`src/rtl/sbl_pkg.sv`:
```
// Shared constants and types for the serial EEPROM loader and access port.
package sbl_pkg;

  // Clock rate and serial bit time; quarter-bit count derives from both.
  localparam int unsigned CLK_PERIOD_NS = 50;
  localparam int unsigned BIT_TIME_NS   = 10000;
  localparam int unsigned QTR_CYC_INT   =
    (BIT_TIME_NS / (4 * CLK_PERIOD_NS) < 1) ? 1 :
    BIT_TIME_NS / (4 * CLK_PERIOD_NS);
  localparam logic [15:0] QTR_CYCLES    = QTR_CYC_INT[15:0];

  // Configuration doubleword and its four byte registers.
  localparam logic [7:0] CFG_DWORD_OFS  = 8'hB0;
  localparam logic [7:0] REG_BUFFER_OFS = 8'hB0;
  localparam logic [7:0] REG_WORD_OFS   = 8'hB1;
  localparam logic [7:0] REG_TARGET_OFS = 8'hB2;
  localparam logic [7:0] REG_CTRL_OFS   = 8'hB3;

  // Bit positions inside the control/status byte.
  localparam int unsigned CTL_PROTOCOL_SELECT  = 7;
  localparam int unsigned CTL_REQ_ACT   = 5;
  localparam int unsigned CTL_LOAD_ACT  = 4;
  localparam int unsigned CTL_PRESENT   = 3;
  localparam int unsigned CTL_XFER_ERR  = 2;
  localparam int unsigned CTL_BUS_TEST  = 1;
  localparam int unsigned CTL_LOAD_ERR  = 0;

  // Fixed device address of the initialization memory.
  localparam logic [6:0] EEPROM_DEV_ADDR = 7'h50;

  // Word range read by the automatic download.
  localparam logic [7:0] LOAD_FIRST_WORD = 8'h00;
  localparam logic [7:0] LOAD_LAST_WORD  = 8'h3A;

  // Values after reset.
  localparam logic [7:0] BYTE_RST        = 8'h00;
  localparam logic [1:0] SETTLE_CYCLES   = 2'h3;

  // Primitive operations of the byte engine.
  typedef enum logic [1:0] {
    ENG_START = 2'b00,
    ENG_STOP  = 2'b01,
    ENG_WRITE = 2'b10,
    ENG_READ  = 2'b11
  } sbl_eng_op_t;

  // Request into the byte engine.
  typedef struct packed {
    logic        go;
    sbl_eng_op_t op;
    logic [7:0]  wdata;
    logic        nack;
  } sbl_eng_req_t;

  // Answer from the byte engine.
  typedef struct packed {
    logic       done;
    logic       ack;
    logic [7:0] rdata;
  } sbl_eng_rsp_t;

  // One downloaded byte towards the configuration registers.
  typedef struct packed {
    logic       we;
    logic [7:0] addr;
    logic [7:0] data;
  } sbl_load_t;

  // Transaction sequencer states.
  typedef enum logic [3:0] {
    ST_IDLE   = 4'b0000,
    ST_START  = 4'b0001,
    ST_DEVW   = 4'b0010,
    ST_WORD   = 4'b0011,
    ST_DATA   = 4'b0100,
    ST_RSTART = 4'b0101,
    ST_DEVR   = 4'b0110,
    ST_READ   = 4'b0111,
    ST_STOP   = 4'b1000
  } sbl_state_t;

endpackage

```
`src/rtl/sbl_ctrl.sv`:
```
// Serial EEPROM download and software byte access controller.
`timescale 1ns/1ns
// Behaviour
// - EEPROM device address fixed at 1010000.
// - Download starts when reset is released, if the present strap is high.
// - Load-active flag bit 4 during download.
// - Load-error flag bit 0 reports download result.
// - Four byte registers in doubleword B0h.
// - Buffer byte sends on write, receives on read, in addressed protocol only.
// - Word index sent only in addressed protocol and during download.
// - Protocol-select bit 7 picks addressed format.
// - Writing target byte launches a transaction.
// - Control byte shows present, busy, error, options.
// - Request-active held for the whole transfer.
// - Error and read byte valid at completion.
module sbl_ctrl
  import sbl_pkg::*;
#(
  parameter logic [7:0] LOAD_LAST = LOAD_LAST_WORD
)
(
  // Clock and synchronous reset.
  input  wire logic        sys_clk,
  input  wire logic        sys_rst,
  // Configuration space access.
  input  wire logic        cfg_wr,
  input  wire logic        cfg_rd,
  input  wire logic [7:0]  cfg_addr,
  input  wire logic [3:0]  cfg_be,
  input  wire logic [31:0] cfg_wdata,
  output logic      [31:0] cfg_rdata,
  // EEPROM-present strap; enables the download after reset.
  input  wire logic        present_pin,
  // Serial clock and data wires.
  input  wire logic        scl_in,
  output logic             scl_out,
  output logic             scl_oe_n,
  input  wire logic        sda_in,
  output logic             sda_out,
  output logic             sda_oe_n,
  // Downloaded bytes.
  output sbl_load_t        load
);

  sbl_state_t   st_q, st_d;
  sbl_eng_req_t req_q, req_d;
  sbl_eng_rsp_t rsp;
  sbl_load_t    load_q, load_d;
  logic [7:0]   buf_q, buf_d, word_q, word_d, tgt_q, tgt_d, lword_q, lword_d;
  logic         prot_q, prot_d, test_q, test_d, xerr_q, xerr_d;
  logic         lact_q, lact_d, lerr_q, lerr_d, ract_q, ract_d;
  logic         is_load_q, is_load_d, err_q, err_d, pend_q, pend_d;
  logic [1:0]   settle_q, settle_d;
  logic [31:0]  rdata_q, rdata_d;
  logic [15:0]  cnt_q, cnt_d;
  logic         tick_q, tick_d;
  logic [2:0]   meta_q, sync_q;
  logic         pin_low_q;
  logic         hit, quick, reading;

  // Builds a byte engine request.
  function automatic sbl_eng_req_t issue(sbl_eng_op_t op, logic [7:0] wd);
    sbl_eng_req_t r;
    r.go    = 1'b1;
    r.op    = op;
    r.wdata = wd;
    r.nack  = 1'b1;
    return r;
  endfunction

  // Control/status byte as software reads it.
  function automatic logic [7:0] ctl_byte(logic p, logic r, logic l,
                                          logic s, logic x, logic t,
                                          logic e);
    logic [7:0] c;
    c               = 8'h00;
    c[CTL_PROTOCOL_SELECT] = p;
    c[CTL_REQ_ACT]  = r;
    c[CTL_LOAD_ACT] = l;
    c[CTL_PRESENT]  = s;
    c[CTL_XFER_ERR] = x;
    c[CTL_BUS_TEST] = t;
    c[CTL_LOAD_ERR] = e;
    return c;
  endfunction

  ////////////////////////////////////////////////////////////////////////////
  // Two-flop synchronisers for present strap, clock and data wires.
  always_ff @(posedge sys_clk)
  begin
    meta_q    <= {present_pin, scl_in, sda_in};
    sync_q    <= meta_q;
    pin_low_q <= 1'b0;
  end

  // Quarter-bit divider; the bus test bit runs it at full clock rate.
  always_comb
  begin
    tick_d = 1'b0;
    cnt_d  = cnt_q - 16'h1;
    if (cnt_q == 16'h0 || test_q)
    begin
      cnt_d  = QTR_CYCLES - 16'h1;
      tick_d = 1'b1;
    end
  end

  always_ff @(posedge sys_clk)
  begin
    if (sys_rst)
    begin
      cnt_q  <= 16'h0;
      tick_q <= 1'b0;
    end
    else
    begin
      cnt_q  <= cnt_d;
      tick_q <= tick_d;
    end
  end

  sbl_byte_eng u_eng (
    .sys_clk   (sys_clk),
    .sys_rst   (sys_rst),
    .tick      (tick_q),
    .scl_level (sync_q[1]),
    .sda_level (sync_q[0]),
    .req       (req_q),
    .rsp       (rsp),
    .scl_oe_n  (scl_oe_n),
    .sda_oe_n  (sda_oe_n)
  );

  assign hit     = cfg_addr[7:2] == CFG_DWORD_OFS[7:2];
  assign quick   = !is_load_q && !prot_q;
  assign reading = is_load_q || tgt_q[0];

  ////////////////////////////////////////////////////////////////////////////
  // Registers, launch and transaction sequencer.
  always_comb
  begin
    st_d = st_q;  req_d = '0;  load_d = '0;
    buf_d = buf_q;  word_d = word_q;  tgt_d = tgt_q;  lword_d = lword_q;
    prot_d = prot_q;  test_d = test_q;  xerr_d = xerr_q;
    lact_d = lact_q;  lerr_d = lerr_q;  ract_d = ract_q;
    is_load_d = is_load_q;  err_d = err_q;  pend_d = pend_q;
    settle_d = (settle_q == 2'h0) ? settle_q : settle_q - 2'h1;
    rdata_d = 32'h0;
    // Software reads and writes of the doubleword.
    if (cfg_rd && hit)
      rdata_d = {ctl_byte(prot_q, ract_q, lact_q, sync_q[2], xerr_q,
                          test_q, lerr_q), tgt_q, word_q, buf_q};
    if (cfg_wr && hit)
    begin
      if (cfg_be[0] && !ract_q)
        buf_d = cfg_wdata[7:0];
      if (cfg_be[1] && !ract_q)
        word_d = cfg_wdata[15:8];
      if (cfg_be[3])
      begin
        prot_d = cfg_wdata[24 + CTL_PROTOCOL_SELECT];
        test_d = cfg_wdata[24 + CTL_BUS_TEST];
        if (cfg_wdata[24 + CTL_XFER_ERR])
          xerr_d = 1'b0;
      end
    end
    case (st_q)
      ST_IDLE:
      begin
        if (pend_q && settle_q == 2'h0)
        begin
          pend_d = 1'b0;
          if (sync_q[2])
          begin
            lact_d = 1'b1;
            lerr_d = 1'b0;
            is_load_d = 1'b1;
            err_d = 1'b0;
            lword_d = LOAD_FIRST_WORD;
            st_d = ST_START;
            req_d = issue(ENG_START, 8'h00);
          end
        end
        else if (!pend_q && cfg_wr && hit && cfg_be[2])
        begin
          tgt_d = cfg_wdata[23:16];
          ract_d = 1'b1;
          is_load_d = 1'b0;
          err_d = 1'b0;
          st_d = ST_START;
          req_d = issue(ENG_START, 8'h00);
        end
      end
      ST_START:
        if (rsp.done)
        begin
          st_d = ST_DEVW;
          if (is_load_q)
            req_d = issue(ENG_WRITE, {EEPROM_DEV_ADDR, 1'b0});
          else if (quick)
            req_d = issue(ENG_WRITE, tgt_q);
          else
            req_d = issue(ENG_WRITE, {tgt_q[7:1], 1'b0});
        end
      ST_DEVW:
        if (rsp.done)
        begin
          if (!rsp.ack || quick)
          begin
            err_d = !rsp.ack;
            st_d = ST_STOP;
            req_d = issue(ENG_STOP, 8'h00);
          end
          else
          begin
            st_d = ST_WORD;
            req_d = issue(ENG_WRITE, is_load_q ? lword_q : word_q);
          end
        end
      ST_WORD:
        if (rsp.done)
        begin
          if (!rsp.ack)
          begin
            err_d = 1'b1;
            st_d = ST_STOP;
            req_d = issue(ENG_STOP, 8'h00);
          end
          else if (reading)
          begin
            st_d = ST_RSTART;
            req_d = issue(ENG_START, 8'h00);
          end
          else
          begin
            st_d = ST_DATA;
            req_d = issue(ENG_WRITE, buf_q);
          end
        end
      ST_DATA:
        if (rsp.done)
        begin
          err_d = !rsp.ack;
          st_d = ST_STOP;
          req_d = issue(ENG_STOP, 8'h00);
        end
      ST_RSTART:
        if (rsp.done)
        begin
          st_d = ST_DEVR;
          req_d = issue(ENG_WRITE, is_load_q ? {EEPROM_DEV_ADDR, 1'b1}
                                             : {tgt_q[7:1], 1'b1});
        end
      ST_DEVR:
        if (rsp.done)
        begin
          st_d = ST_STOP;
          if (!rsp.ack)
          begin
            err_d = 1'b1;
            req_d = issue(ENG_STOP, 8'h00);
          end
          else
          begin
            st_d = ST_READ;
            req_d = issue(ENG_READ, 8'h00);
          end
        end
      ST_READ:
        if (rsp.done)
        begin
          if (is_load_q)
            load_d = '{we: 1'b1, addr: lword_q, data: rsp.rdata};
          else
            buf_d = rsp.rdata;
          st_d = ST_STOP;
          req_d = issue(ENG_STOP, 8'h00);
        end
      ST_STOP:
        if (rsp.done)
        begin
          st_d = ST_IDLE;
          if (!is_load_q)
          begin
            ract_d = 1'b0;
            if (err_q)
              xerr_d = 1'b1;
          end
          else if (!err_q && lword_q != LOAD_LAST)
          begin
            lword_d = lword_q + 8'h01;
            st_d = ST_START;
            req_d = issue(ENG_START, 8'h00);
          end
          else
          begin
            lact_d = 1'b0;
            lerr_d = err_q;
          end
        end
      default:
        st_d = ST_IDLE;
    endcase
  end

  // Register stage for sequencer, flags and configuration bytes.
  always_ff @(posedge sys_clk)
  begin
    if (sys_rst)
    begin
      st_q <= ST_IDLE;  req_q <= '0;  load_q <= '0;
      buf_q <= BYTE_RST;  word_q <= BYTE_RST;  tgt_q <= BYTE_RST;
      lword_q <= BYTE_RST;  prot_q <= 1'b0;  test_q <= 1'b0;
      xerr_q <= 1'b0;  lact_q <= 1'b0;  lerr_q <= 1'b0;  ract_q <= 1'b0;
      is_load_q <= 1'b0;  err_q <= 1'b0;  pend_q <= 1'b1;
      settle_q <= SETTLE_CYCLES;  rdata_q <= 32'h0;
    end
    else
    begin
      st_q <= st_d;  req_q <= req_d;  load_q <= load_d;
      buf_q <= buf_d;  word_q <= word_d;  tgt_q <= tgt_d;
      lword_q <= lword_d;  prot_q <= prot_d;  test_q <= test_d;
      xerr_q <= xerr_d;  lact_q <= lact_d;  lerr_q <= lerr_d;
      ract_q <= ract_d;  is_load_q <= is_load_d;  err_q <= err_d;
      pend_q <= pend_d;  settle_q <= settle_d;  rdata_q <= rdata_d;
    end
  end

  assign cfg_rdata = rdata_q;
  assign load      = load_q;
  assign scl_out   = pin_low_q;
  assign sda_out   = pin_low_q;

  ////////////////////////////////////////////////////////////////////////////
  // Checks on the sequencer.
  a_dev_addr_fixed: assert property (@(posedge sys_clk) disable iff (sys_rst)
    (req_q.go && is_load_q && (st_q == ST_DEVW || st_q == ST_DEVR)) |->
    req_q.wdata[7:1] == EEPROM_DEV_ADDR)
    else $error("download used a wrong device address");
  a_load_starts: assert property (@(posedge sys_clk)
    $fell(sys_rst) |-> ##[1:5] !pend_q)
    else $error("download did not start after reset release");
  a_load_flag: assert property (@(posedge sys_clk) disable iff (sys_rst)
    (is_load_q && st_q != ST_IDLE) |-> lact_q)
    else $error("load-active flag low during download");
  a_load_result: assert property (@(posedge sys_clk) disable iff (sys_rst)
    $fell(lact_q) |-> lerr_q == $past(err_q))
    else $error("load-error flag does not match the outcome");
  a_status_read: assert property (@(posedge sys_clk) disable iff (sys_rst)
    (cfg_rd && hit) |=> cfg_rdata[15:0] == {$past(word_q), $past(buf_q)})
    else $error("doubleword read returned wrong bytes");
  a_read_capture: assert property (@(posedge sys_clk) disable iff (sys_rst)
    (st_q == ST_READ && rsp.done && !is_load_q) |=> buf_q == $past(rsp.rdata))
    else $error("received byte not placed in buffer");
  a_quick_skip: assert property (@(posedge sys_clk) disable iff (sys_rst)
    (st_q == ST_DEVW && rsp.done && quick) |=> st_q == ST_STOP)
    else $error("quick command sent a word index");
  a_launch_busy: assert property (@(posedge sys_clk) disable iff (sys_rst)
    (st_q == ST_IDLE && !pend_q && cfg_wr && hit && cfg_be[2])
    |=> ract_q ##1 st_q == ST_START)
    else $error("target write did not launch a transfer");
  a_busy_end: assert property (@(posedge sys_clk) disable iff (sys_rst)
    $fell(ract_q) |-> $past(st_q) == ST_STOP && st_q == ST_IDLE)
    else $error("request-active dropped before the stop");
  a_nack_stop: assert property (@(posedge sys_clk) disable iff (sys_rst)
    (rsp.done && !rsp.ack && (st_q == ST_DEVW || st_q == ST_WORD ||
     st_q == ST_DEVR)) |=> st_q == ST_STOP && err_q && req_q.op == ENG_STOP)
    else $error("missing acknowledge not handled");

endmodule

```
`src/rtl/sbl_byte_eng.sv`:
```
// Bit-level engine: start, stop, byte write and byte read on the wires.
`timescale 1ns/1ns
module sbl_byte_eng
  import sbl_pkg::*;
(
  // Clock and reset.
  input  wire logic         sys_clk,
  input  wire logic         sys_rst,
  // Quarter-bit enable and synchronised wire levels.
  input  wire logic         tick,
  input  wire logic         scl_level,
  input  wire logic         sda_level,
  // Operation request and answer.
  input  wire sbl_eng_req_t req,
  output sbl_eng_rsp_t      rsp,
  // Open-drain enables, low while pulling the wire low.
  output logic              scl_oe_n,
  output logic              sda_oe_n
);

  logic         busy_q, busy_d;
  sbl_eng_op_t  op_q, op_d;
  logic [1:0]   ph_q, ph_d;
  logic [3:0]   bit_q, bit_d;
  logic [8:0]   sh_q, sh_d;
  sbl_eng_rsp_t rsp_q, rsp_d;
  logic         scl_q, scl_d;
  logic         sda_q, sda_d;
  logic         advance;

  ////////////////////////////////////////////////////////////////////////////
  // Next-state logic; a slave holding the clock low stalls phase two.
  always_comb
  begin
    busy_d   = busy_q;
    op_d     = op_q;
    ph_d     = ph_q;
    bit_d    = bit_q;
    sh_d     = sh_q;
    scl_d    = scl_q;
    sda_d    = sda_q;
    rsp_d    = rsp_q;
    rsp_d.done = 1'b0;
    advance  = tick && !(ph_q == 2'h2 && scl_q && !scl_level);
    if (!busy_q)
    begin
      if (req.go)
      begin
        busy_d = 1'b1;
        op_d   = req.op;
        ph_d   = 2'h0;
        bit_d  = 4'h0;
        sh_d   = (req.op == ENG_READ) ? {8'hFF, req.nack}
                                      : {req.wdata, 1'b1};
      end
    end
    else if (advance)
    begin
      ph_d = ph_q + 2'h1;
      case (op_q)
        ENG_START:
        begin
          case (ph_q)
            2'h0: sda_d = 1'b1;
            2'h1: scl_d = 1'b1;
            2'h2: sda_d = 1'b0;
            default:
            begin
              scl_d      = 1'b0;
              busy_d     = 1'b0;
              rsp_d.done = 1'b1;
            end
          endcase
        end
        ENG_STOP:
        begin
          case (ph_q)
            2'h0: sda_d = 1'b0;
            2'h1: scl_d = 1'b1;
            2'h2: sda_d = 1'b1;
            default:
            begin
              busy_d     = 1'b0;
              rsp_d.done = 1'b1;
            end
          endcase
        end
        default:
        begin
          case (ph_q)
            2'h0: sda_d = sh_q[8];
            2'h1: scl_d = 1'b1;
            2'h2: sda_d = sda_q;
            default:
            begin
              scl_d = 1'b0;
              sh_d  = {sh_q[7:0], sda_level};
              bit_d = bit_q + 4'h1;
              if (bit_q == 4'h8)
              begin
                busy_d      = 1'b0;
                rsp_d.done  = 1'b1;
                rsp_d.ack   = !sda_level;
                rsp_d.rdata = sh_q[7:0];
              end
            end
          endcase
        end
      endcase
    end
  end

  // State registers; both wires rest released.
  always_ff @(posedge sys_clk)
  begin
    if (sys_rst)
    begin
      busy_q <= 1'b0;
      op_q   <= ENG_START;
      ph_q   <= 2'h0;
      bit_q  <= 4'h0;
      sh_q   <= 9'h1FF;
      scl_q  <= 1'b1;
      sda_q  <= 1'b1;
      rsp_q  <= '0;
    end
    else
    begin
      busy_q <= busy_d;
      op_q   <= op_d;
      ph_q   <= ph_d;
      bit_q  <= bit_d;
      sh_q   <= sh_d;
      scl_q  <= scl_d;
      sda_q  <= sda_d;
      rsp_q  <= rsp_d;
    end
  end

  assign rsp      = rsp_q;
  assign scl_oe_n = scl_q;
  assign sda_oe_n = sda_q;

endmodule

```
`config.mk`:
```
export PLATFORM = sky130hd
export DESIGN_NAME = sbl_ctrl
export DESIGN_NICKNAME = d
export VERILOG_FILES = /design/src/rtl/sbl_pkg.sv /design/src/rtl/sbl_ctrl.sv /design/src/rtl/sbl_byte_eng.sv
export SDC_FILE = /design/constraint.sdc
export NUM_CORES = 1
export LEC_CHECK = 0
export ABC_CLOCK_PERIOD_IN_PS = 2660
export BUFFER_PORTS_ARGS = -buffer_cell sky130_fd_sc_hd__buf_2
export CAP_MARGIN = 20
export CORE_MARGIN = 2
export CORE_UTILIZATION = 30
export CTS_CLUSTER_SIZE = 40
export DETAILED_ROUTE_END_ITERATION = 7
export MAX_ROUTING_LAYER = met4
export PLACE_DENSITY_LB_ADDON = 0.05
export SLEW_MARGIN = 20
export SYNTH_ARGS = -nofsm -noshare
export SYNTH_HDL_FRONTEND = slang
export SYNTH_SLANG_ARGS = --single-unit
```
`constraint.sdc`:
```
create_clock -name sys_clk -period 2.66 [get_ports sys_clk]
set_clock_uncertainty 0.15 [all_clocks]
set_input_delay 0.266 -clock sys_clk [delete_from_list [all_inputs] [get_ports sys_clk]]
set_output_delay 0.266 -clock sys_clk [all_outputs]
set_load 0.005 [all_outputs]
```
### Word-level counts from Yosys, hierarchy flattened

Index checks and enable logic that the tools add are counted.

* logic and storage cells: 275
* bits of input ports: 51
* output and inout bits: 53
* register bits: 161

* reduce and logical (&&, ||, !) cells: 61
* mux-type cells: 117
* eq/ne operators: 44
* $add $sub $neg: 5
* bitwise gates (word level): 9

Operators by type and width (count)
* 2-to-1 mux 12 bit: 12
* 2-to-1 mux 8 bit: 12
* case mux 12 bit (8 select lines): 1
* 2-to-1 mux 4 bit: 18
* 2-to-1 mux 9 bit: 7
* 2-to-1 mux 1 bit: 45
* 2-to-1 mux 11 bit: 4
* case mux 4 bit (8 select lines): 1
* != test 2 bit (second input constant): 15
* 2-to-1 mux 10 bit: 2
* != test 2 x 1 -> 1 bit (second input constant): 10
* 2-to-1 mux 17 bit: 1
* == test 4 x 3 -> 1 bit (second input constant): 4
* logical NOT 16 bit: 1
* case mux 8 bit (2 select lines): 1
* subtractor 16 x 1 -> 16 bit (second input constant): 1
* AND reduction 5 bit: 3
* case mux 1 bit (2 select lines): 7
* logical AND 1 bit: 13
* AND reduction 6 bit: 2
* OR reduction 2 bit: 6
* AND reduction 2 bit: 5
* logical NOT 1 bit: 9
* inverter 1 bit: 9
* 28 further kinds: 47

### Logic depth before layout (Yosys ltp)

Gate-level depths: netlist (run 1).

* word-level depth: 7
* depth in mapped cells: 7
* depth with buffers taken out: 6

### By module

From an unflattened synthesis (run 1), not the netlist that was laid out.

* cell total of the unflattened synthesis: 666
* area, all modules: 6376.1 sq um

Modules (own cells, without submodules)
* sbl_ctrl: seq. area each 2582.5 sq um, cells an instance 508, area an instance 4956.0 sq um, times used 1
* sbl_byte_eng: seq. area each 600.6 sq um, cells an instance 158, area an instance 1420.1 sq um, times used 1

### Least setup slack after synthesis (run 1)

Ideal clock, no wire load.

* path kind: register to register
* from: reg u_eng.ph_q[0]
* to: reg u_eng.rsp_q, in the netlist u_eng.rsp[0]
* required time: 2438 ps
* buffers on the path: 0
* path slack: 695 ps
* cell stages (with the launch flop): 7
* clock period less this slack: 1965 ps
* setup time: 72 ps
* arrival time: 1743 ps
* path through: dfxtp_1 inv_1 ha_1 nand3b_1 nand4_1 nor2_2 mux2i_1

* cells in the longest elaborated chain, start to end: 6
* elaborated cells between the ends (all ways): 10
* those cells by class: eq/ne (2); bitwise (1); reduce/logical (7)

RTL lines
* start, declared: line sbl_byte_eng.sv:23 `logic [1:0] ph_q, ph_d;`
* start signal, assigned: line sbl_byte_eng.sv:131 `ph_q <= ph_d;`
* == test 2 bit: line sbl_byte_eng.sv:44, sbl_byte_eng.sv:90
* logical AND 1 bit (2 in series): line sbl_byte_eng.sv:44 `advance = tick && !(ph_q == 2'h2 && scl_q && !scl_level);`
* logical NOT 1 bit: line sbl_byte_eng.sv:44
* logical AND 1 bit: line sbl_byte_eng.sv:44
* AND reduction 5 bit (no source line) *
* end signal, assigned: line sbl_byte_eng.sv:136 `rsp_q <= rsp_d;`
* end, declared: line sbl_byte_eng.sv:26 `sbl_eng_rsp_t rsp_q, rsp_d;`

Mark *: on every way between the ends. The rest lies on a longest branch, timed or not.
A chain may end at the register's enable or synchronous reset.

### Worst setup path in the final report (run 1)

* from: reg st_q[1]
* to: reg req_q[1] in the netlist's numbering

* cells in the longest elaborated chain, start to end: 3
* elaborated cells between the ends (all ways): 11
* those cells by class: eq/ne (8); mux (1); reduce/logical (2)

RTL lines
* start, declared: line sbl_ctrl.sv:45 `sbl_state_t st_q, st_d;`
* start signal, assigned: line sbl_ctrl.sv:320 `st_q <= st_d; req_q <= req_d; load_q <= load_d;`
* == test 4 x 3 -> 1 bit: line sbl_ctrl.sv:167 `case (st_q)`
* OR reduction 2 bit (no source line)
* case mux 12 bit (8 select lines) *: line sbl_ctrl.sv:167
* end signal, assigned: line sbl_ctrl.sv:320
* end, declared: line sbl_ctrl.sv:46 `sbl_eng_req_t req_q, req_d;`

Marked as above.

==> flow_summary.toml, run 1 <==
[final_layout]
layout_commonest_cell = "sky130_fd_sc_hd__dfxtp_1"
final_design_area_no_fill_um2 = 8260
sequential_cell_area_um2 = 3180
diodes = 0
finish.utilization_pct = 38.0
flow.area_growth_from_synthesis_pct = 24.4
drive_above_1_share_pct = 20.6
nFillCells = 2240
num-nets-final = 887
multi_input_area_um2 = 3150
layout_common_cells = "sky130_fd_sc_hd__dfxtp_1 (159), sky130_fd_sc_hd__buf_2 (93), sky130_fd_sc_hd__nand2_1 (59), sky130_fd_sc_hd__nor2_1 (51), sky130_fd_sc_hd__and2_1 (48)"

[place]
dp_hpwl_um = 12600
gp_congestion = 0.822
port_buffers = 93
detailed_place.area_um2 = 7410

[setup_path]
worstPathCellList = "nand4b_1 > nor4_4 > a22oi_1 > a21oi_1"
cp_max_fo = 20
setup.worst_path.end_class = "flop"
critical-path-slowest-cell = "sky130_fd_sc_hd__dfxtp_1"
cp_slowest_stage_delay_ps = 780
worstReg2RegEnd = "req_q[1]"
critPathBufInv = 0
regToRegStartpoint = "st_q[1]"
worst-endpoint-required_ps = 2840
timing.critical_path.max_delay_family = "flip-flops"
crit_arrival_ps = 2400
rr_worst_depth = 4
critical_path_cell_count = 4
timing_worst_setup_path_type = "flop to flop"
timing.critical_path.from_type = "flop"
reg2reg_setup_slack_ps = 440

[floorplan]
start_util_pct = 30.5
boundaryPins = 104
die_y_um = 153
die_area_um2 = 23300
std_cell_rows = 54
die_w_um = 153
core_um2 = 21800

[sta]
final_min_period_over_clock_period_pct = 83.6
rsz0062_at_grt = "no"
totalNegativeSetupSlack_ps = 0
timing.final.crit_period_ps = 2220
final-setup-viol-count = 0
highest_clock_rate_ghz = 0.450
slew_viol_final = 0
max_slew.worst_pin.slew_ps = 714
hold_violation_count_in_the_final_report = 0
slew-limit-headroom_pct = 52.3

[drt]
antenna_violating_nets_post_route = 0
route.vias.total = 5419
via_density_per_instance = 4.84
detail_route.drc_violations = 0
post_detailed_route_wirelength_per_cell_um = 15.5
drtIter0Drc = 307
firstDrtPassIters = 4
wl_um = 17300

[clock_tree]
ctsHoldBuffers = 29
cts_made_buffers = 17
cts.htree.levels = 4
clk_pin_slew_worst_paths_ps = 70
cts.sinks = 159
post_cts_setup_inserts = 0
cts_root_buffer = "sky130_fd_sc_hd__clkbuf_16"
cts_tree = "built"
ctsResizeCount = 0
clock_latency_ps = 420
clockBufferDepth = 2

[global_routing]
overall_overflow_remaining_after_global_route = 0
first_global_vias = 5451
largest_net_degree_at_the_start_of_global_routing = 40
grtUsageTotal_pct = 15.7
grt_first_pass_wirelength_um = 28600
antenna_found_initial = 0

[yosys]
synth_largest_type_area_fraction_pct = 47.9
synth_mux_area_share_pct = 4.66
post-synth-top-area-cell = "sky130_fd_sc_hd__dfxtp_1"
synth_edf_count = 0
synth_sequential_area_ratio_pct = 47.9
synth.distinct_cells = 78
ys_ff_latch = 159
syn_area_per_cell_um2 = 9.40
ys_top_cells_by_area = "sky130_fd_sc_hd__dfxtp_1 (48%), sky130_fd_sc_hd__and2_1 (4.5%), sky130_fd_sc_hd__mux2i_1 (3.5%)"
synth_compound_gate_area_share_pct = 14.9
synth_adder_area_share_pct = 1.88
synth_xor_xnor_area_share_pct = 1.85
synth_async_sr_flop_share_pct = 0
synth_top_family_by_area = "simple AND/OR/NAND/NOR gates"
area_of_the_mapped_netlist_um2 = 6640
netlist_instances = 706
synthFlopType = "sky130_fd_sc_hd__dfxtp_1"
ys.warnings.count = 0
synth-simple-area-share_pct = 23.9

[min_path]
timing.hold.worst_endpoint = "buf_q[7]"
timing.hold.worst.start = "cfg_wdata[7]"
hold_path.class = "input port to flop"
min_delay_path_depth = 3

[pwr]
clockPowerShare_pct = 40.2
vdd_drop_max_mv = 0.351
power-per-cell-area_nw_per_um2 = 699
seqPwrFrac_pct = 45.8
p_total_uw = 5770
p_int_uw = 4110
netSwitchingPower_uw = 1660
power_switching_share_pct = 28.8
combinationalPowerShare_pct = 14.0
cellLeakagePower_uw = 0.00331

[job]
drv_cap = 0

[status]
status = "finished clean"
==> cells by family after synthesis <==
group,after synthesis
other,1
adders and majority gates,10
AOI/OAI and AO/OA,142
xor gates and xnor gates,14
and+or+nand+nor,282
DFF,159
muxes,30
buffers and inverters,68
==> how the worst max path moves through the flow <==
stage,from,to
2_1_floorplan,u_eng.ph_q[0],u_eng.rsp[0]
3_3_place_gp,cfg_addr[3],err_q
3_5_place_dp,cfg_addr[3],buf_q[4]
4_1_cts,st_q[0],req_q[1]
5_1_grt,st_q[1],req_q[1]
6_report,st_q[1],req_q[1]
==> through the flow <==
stage	worst slack, ps	hold WS, ps	std cells
floorplan	695	144	708
global placement	475	164	1058
detailed placement	442	164	1058
CTS	435	9.44	1119
global route	215	4.31	1119
finish	435	25.1	1119
==> sequential cells by signal, summed over array words and instances (netlist names), 9 cells and up <==
name and flops:
cfg_rdata 31, u_eng.rsp 10, u_eng.sh_q 9, cnt_q 16, load 17, req_q 11
==> worst min-delay path: stages <==
cell                       delay [ps]
sky130_fd_sc_hd__buf_2            100
sky130_fd_sc_hd__nand3_1          100
sky130_fd_sc_hd__a311oi_1          90
==> power groups by stage <==
stage | combinational [µW] | clock (µW) | sequential (µW)
6_report | 811 | 2320 | 2640
5_1_grt | 927 | 2500 | 2660
4_1_cts | 822 | 2400 | 2640
3_5_place_dp | 784 | 0 | 2690
3_3_place_gp | 775 | 0 | 2690
2_1_floorplan | 624 | 0 | 2650
==> metal layers <==
layer	vias to the layer above	GRT usage, %	wire length (µm)
li1	2746	-	-
met1	2556	19.7	8280
met2	94	24.6	8130
met3	23	3.70	543
met4	0	5.64	352
met5	-	-	0
==> cell usage after synthesis (5+ instances only) <==
cell type,n
sky130_fd_sc_hd__dfxtp_1,159
sky130_fd_sc_hd__nand2_1,59
sky130_fd_sc_hd__nor2_1,51
sky130_fd_sc_hd__and2_1,48
sky130_fd_sc_hd__a21oi_1,37
sky130_fd_sc_hd__nand3_1,26
sky130_fd_sc_hd__mux2i_1,23
sky130_fd_sc_hd__o21ai_0,23
sky130_fd_sc_hd__inv_1,22
sky130_fd_sc_hd__clkbuf_1,21
sky130_fd_sc_hd__nor3_1,19
sky130_fd_sc_hd__nor2b_1,15
sky130_fd_sc_hd__buf_2,14
sky130_fd_sc_hd__ha_1,10
sky130_fd_sc_hd__xor2_1,9
sky130_fd_sc_hd__a311oi_1,8
sky130_fd_sc_hd__o311ai_0,8
sky130_fd_sc_hd__o31ai_1,7
sky130_fd_sc_hd__a211oi_1,6
sky130_fd_sc_hd__a22oi_1,6
sky130_fd_sc_hd__buf_4,6
sky130_fd_sc_hd__mux2_2,6
sky130_fd_sc_hd__nand4_1,6
sky130_fd_sc_hd__nor4_1,6
sky130_fd_sc_hd__or3_1,6
sky130_fd_sc_hd__or4_1,6
sky130_fd_sc_hd__and3_1,5
sky130_fd_sc_hd__nand3b_1,5
sky130_fd_sc_hd__o21ai_1,5
sky130_fd_sc_hd__xnor2_1,5
==> area by class of cell <==
class | instances | share of cell area, %
Clock buffer | 18 | 5.19
Clock inverter | 14 | 1.56
Inverter | 23 | 1.04
Multi-Input combinational cell | 481 | 38.1
Sequential cell | 159 | 38.5
Tap cell | 280 | 4.24
Timing Repair Buffer | 144 | 11.3
(Power assumes the default switching activity.)
==> inputs of run 2 (changes only) <==
- ABC_CLOCK_PERIOD_IN_PS: 2660 -> 2350
- clock period: 2.66 -> 2.35 ns (I/O delays scaled with it)
==> run 2 against run 1 <==
Compared with the run above: via count increased by 0.35%; wire length increased by 2.2%; final area increased by 1.3%; core utilization increased by 0.51 points; global-route usage increased by 0.19 points; worst hold slack improved by 6.4 ps; non-clock buffer count increased by 17; combinational power increased by 25%.
==> flow_summary.toml, run 2 (synthesis results as in run 1) <==
[clock_tree]
clock_latency_ps = 410
cts_tree = "built"
cts.htree.levels = 4
cts.sinks = 159
clockBufferDepth = 2
cts_made_buffers = 17
cts_root_buffer = "sky130_fd_sc_hd__clkbuf_16"
clk_pin_slew_worst_paths_ps = 60

[place]
port_buffers = 93
gp_congestion = 0.808
place_worst_setup_slack_ps = 95.0
dp_hpwl_um = 13000

[sta]
timing.final.crit_period_ps = 2110
highest_clock_rate_ghz = 0.475
slew_viol_final = 0
final_min_period_over_clock_period_pct = 89.6
rsz0062_at_grt = "no"
totalNegativeSetupSlack_ps = 0
hold_violation_count_in_the_final_report = 0
max_slew.worst_pin.slew_ps = 558
setup_slack_ps = 243
final-setup-viol-count = 0
slew-limit-headroom_pct = 62.7

[final_layout]
layout_commonest_cell = "sky130_fd_sc_hd__dfxtp_1"
drive_above_1_share_pct = 22.1
layout_common_cells = "sky130_fd_sc_hd__dfxtp_1 (159), sky130_fd_sc_hd__buf_2 (93), sky130_fd_sc_hd__nand2_1 (59), sky130_fd_sc_hd__nor2_1 (51), sky130_fd_sc_hd__and2_1 (48)"
nFillCells = 2238
sequential_cell_area_um2 = 3180
diodes = 0
flow.area_growth_from_synthesis_pct = 26.1
num-nets-final = 904
largest_reg_flops = 31
finish.utilization_pct = 38.5
multi_input_area_um2 = 3150

[setup_path]
critical_path.startpoint = "st_q[1]"
timing_worst_setup_path_type = "flop to flop"
regToRegStartpoint = "st_q[1]"
crit_arrival_ps = 2260
setup.worst_path.end_class = "flop"
cp_max_fo = 11
worst-endpoint-required_ps = 2500
timing.critical_path.from_type = "flop"

[floorplan]
core_um2 = 21800
start_util_pct = 30.5
boundaryPins = 104
die_y_um = 153
die_area_um2 = 23300
die_w_um = 153
std_cell_rows = 54

[global_routing]
antenna_found_initial = 0
largest_net_degree_at_the_start_of_global_routing = 31
overall_overflow_remaining_after_global_route = 0
grtUsageTotal_pct = 15.9
first_global_vias = 5491
grt_first_pass_wirelength_um = 28800

[job]
drv_cap = 0

[drt]
wl_um = 17700
route.vias.total = 5438
via_density_per_instance = 4.79
drtIter0Drc = 333
detail_route.drc_violations = 0
antenna_violating_nets_post_route = 0
firstDrtPassIters = 4
post_detailed_route_wirelength_per_cell_um = 15.6

[min_path]
timing.hold.worst.start = "cfg_be[0]"
hold_path.class = "input port to flop"

[pwr]
cellLeakagePower_uw = 0.00338
netSwitchingPower_uw = 1840
power-per-cell-area_nw_per_um2 = 781
seqPwrFrac_pct = 45.5
p_int_uw = 4700
combinationalPowerShare_pct = 15.5
vdd_drop_max_mv = 0.519
clockPowerShare_pct = 39.0
power_switching_share_pct = 28.1

[status]
status = "finished clean"
run 2: power by group through the flow:
| stage | Combinational (µW) | Sequential [µW] | Clock [µW] |
|---|---|---|---|
| floorplan | 706 | 3000 | 0 |
| global placement | 954 | 3020 | 0 |
| detailed placement | 975 | 3030 | 0 |
| CTS | 1020 | 2970 | 2650 |
| global route | 1150 | 2990 | 2760 |
| finish | 1010 | 2970 | 2550 |
run 2: worst max-delay path: stages, from the launching register on:
cell	delay [ps]
sky130_fd_sc_hd__dfxtp_1	600
sky130_fd_sc_hd__buf_4	240
sky130_fd_sc_hd__nor2b_1	200
sky130_fd_sc_hd__o221ai_1	160
sky130_fd_sc_hd__a221oi_2	310
sky130_fd_sc_hd__mux2_1	340
run 2: final cells by class:
| class | count | area share, % |
|---|---|---|
| clock buffer | 18 | 5.25 |
| clock inverter | 13 | 1.27 |
| inverter | 23 | 1.03 |
| multi-input combinational | 481 | 37.7 |
| sequential | 159 | 38.0 |
| tap | 280 | 4.18 |
| timing repair buffer | 161 | 12.6 |
run 2: timing repair:
item | in CTS | in global routing
gates resized for setup | 0 | 1
hold buffers | 31 | 0
hold endpoints to repair | 32 | 0
endpoints found under the setup margin | 0 | 6
setup buffers | 0 | 0
run 2: layer usage:
metal	wire [µm]	up-vias	global-route usage [%]
met2	8440	70	26.1
met5	0	-	-
met4	245	0	4.81
li1	-	2783	-
met3	555	15	3.36
met1	8450	2570	19.5
run 2: worst paths after layout:
| kind | end | slack [ps] | cells past startpoint |
|---|---|---|---|
| worst max-delay path | err_q | 240 | 5 |
| worst min-delay path | buf_q[4] | 30 | 3 |
| worst max register to register | err_q | 240 | 5 |
| worst min register to register | sync_q[1] | 180 | 0 |
run 2: per-stage QoR:
stage / hold slack, ps / power (µW) / cells / area (µm²)
2_1_floorplan: 113 / 3700 / 708 / 6650
5_1_grt: 34.3 / 6900 / 1135 / 8370
3_5_place_dp: 162 / 4010 / 1073 / 7510
6_report: 31.5 / 6540 / 1135 / 8370
3_3_place_gp: 163 / 3980 / 1073 / 7510
4_1_cts: 4.41 / 6640 / 1135 / 8370
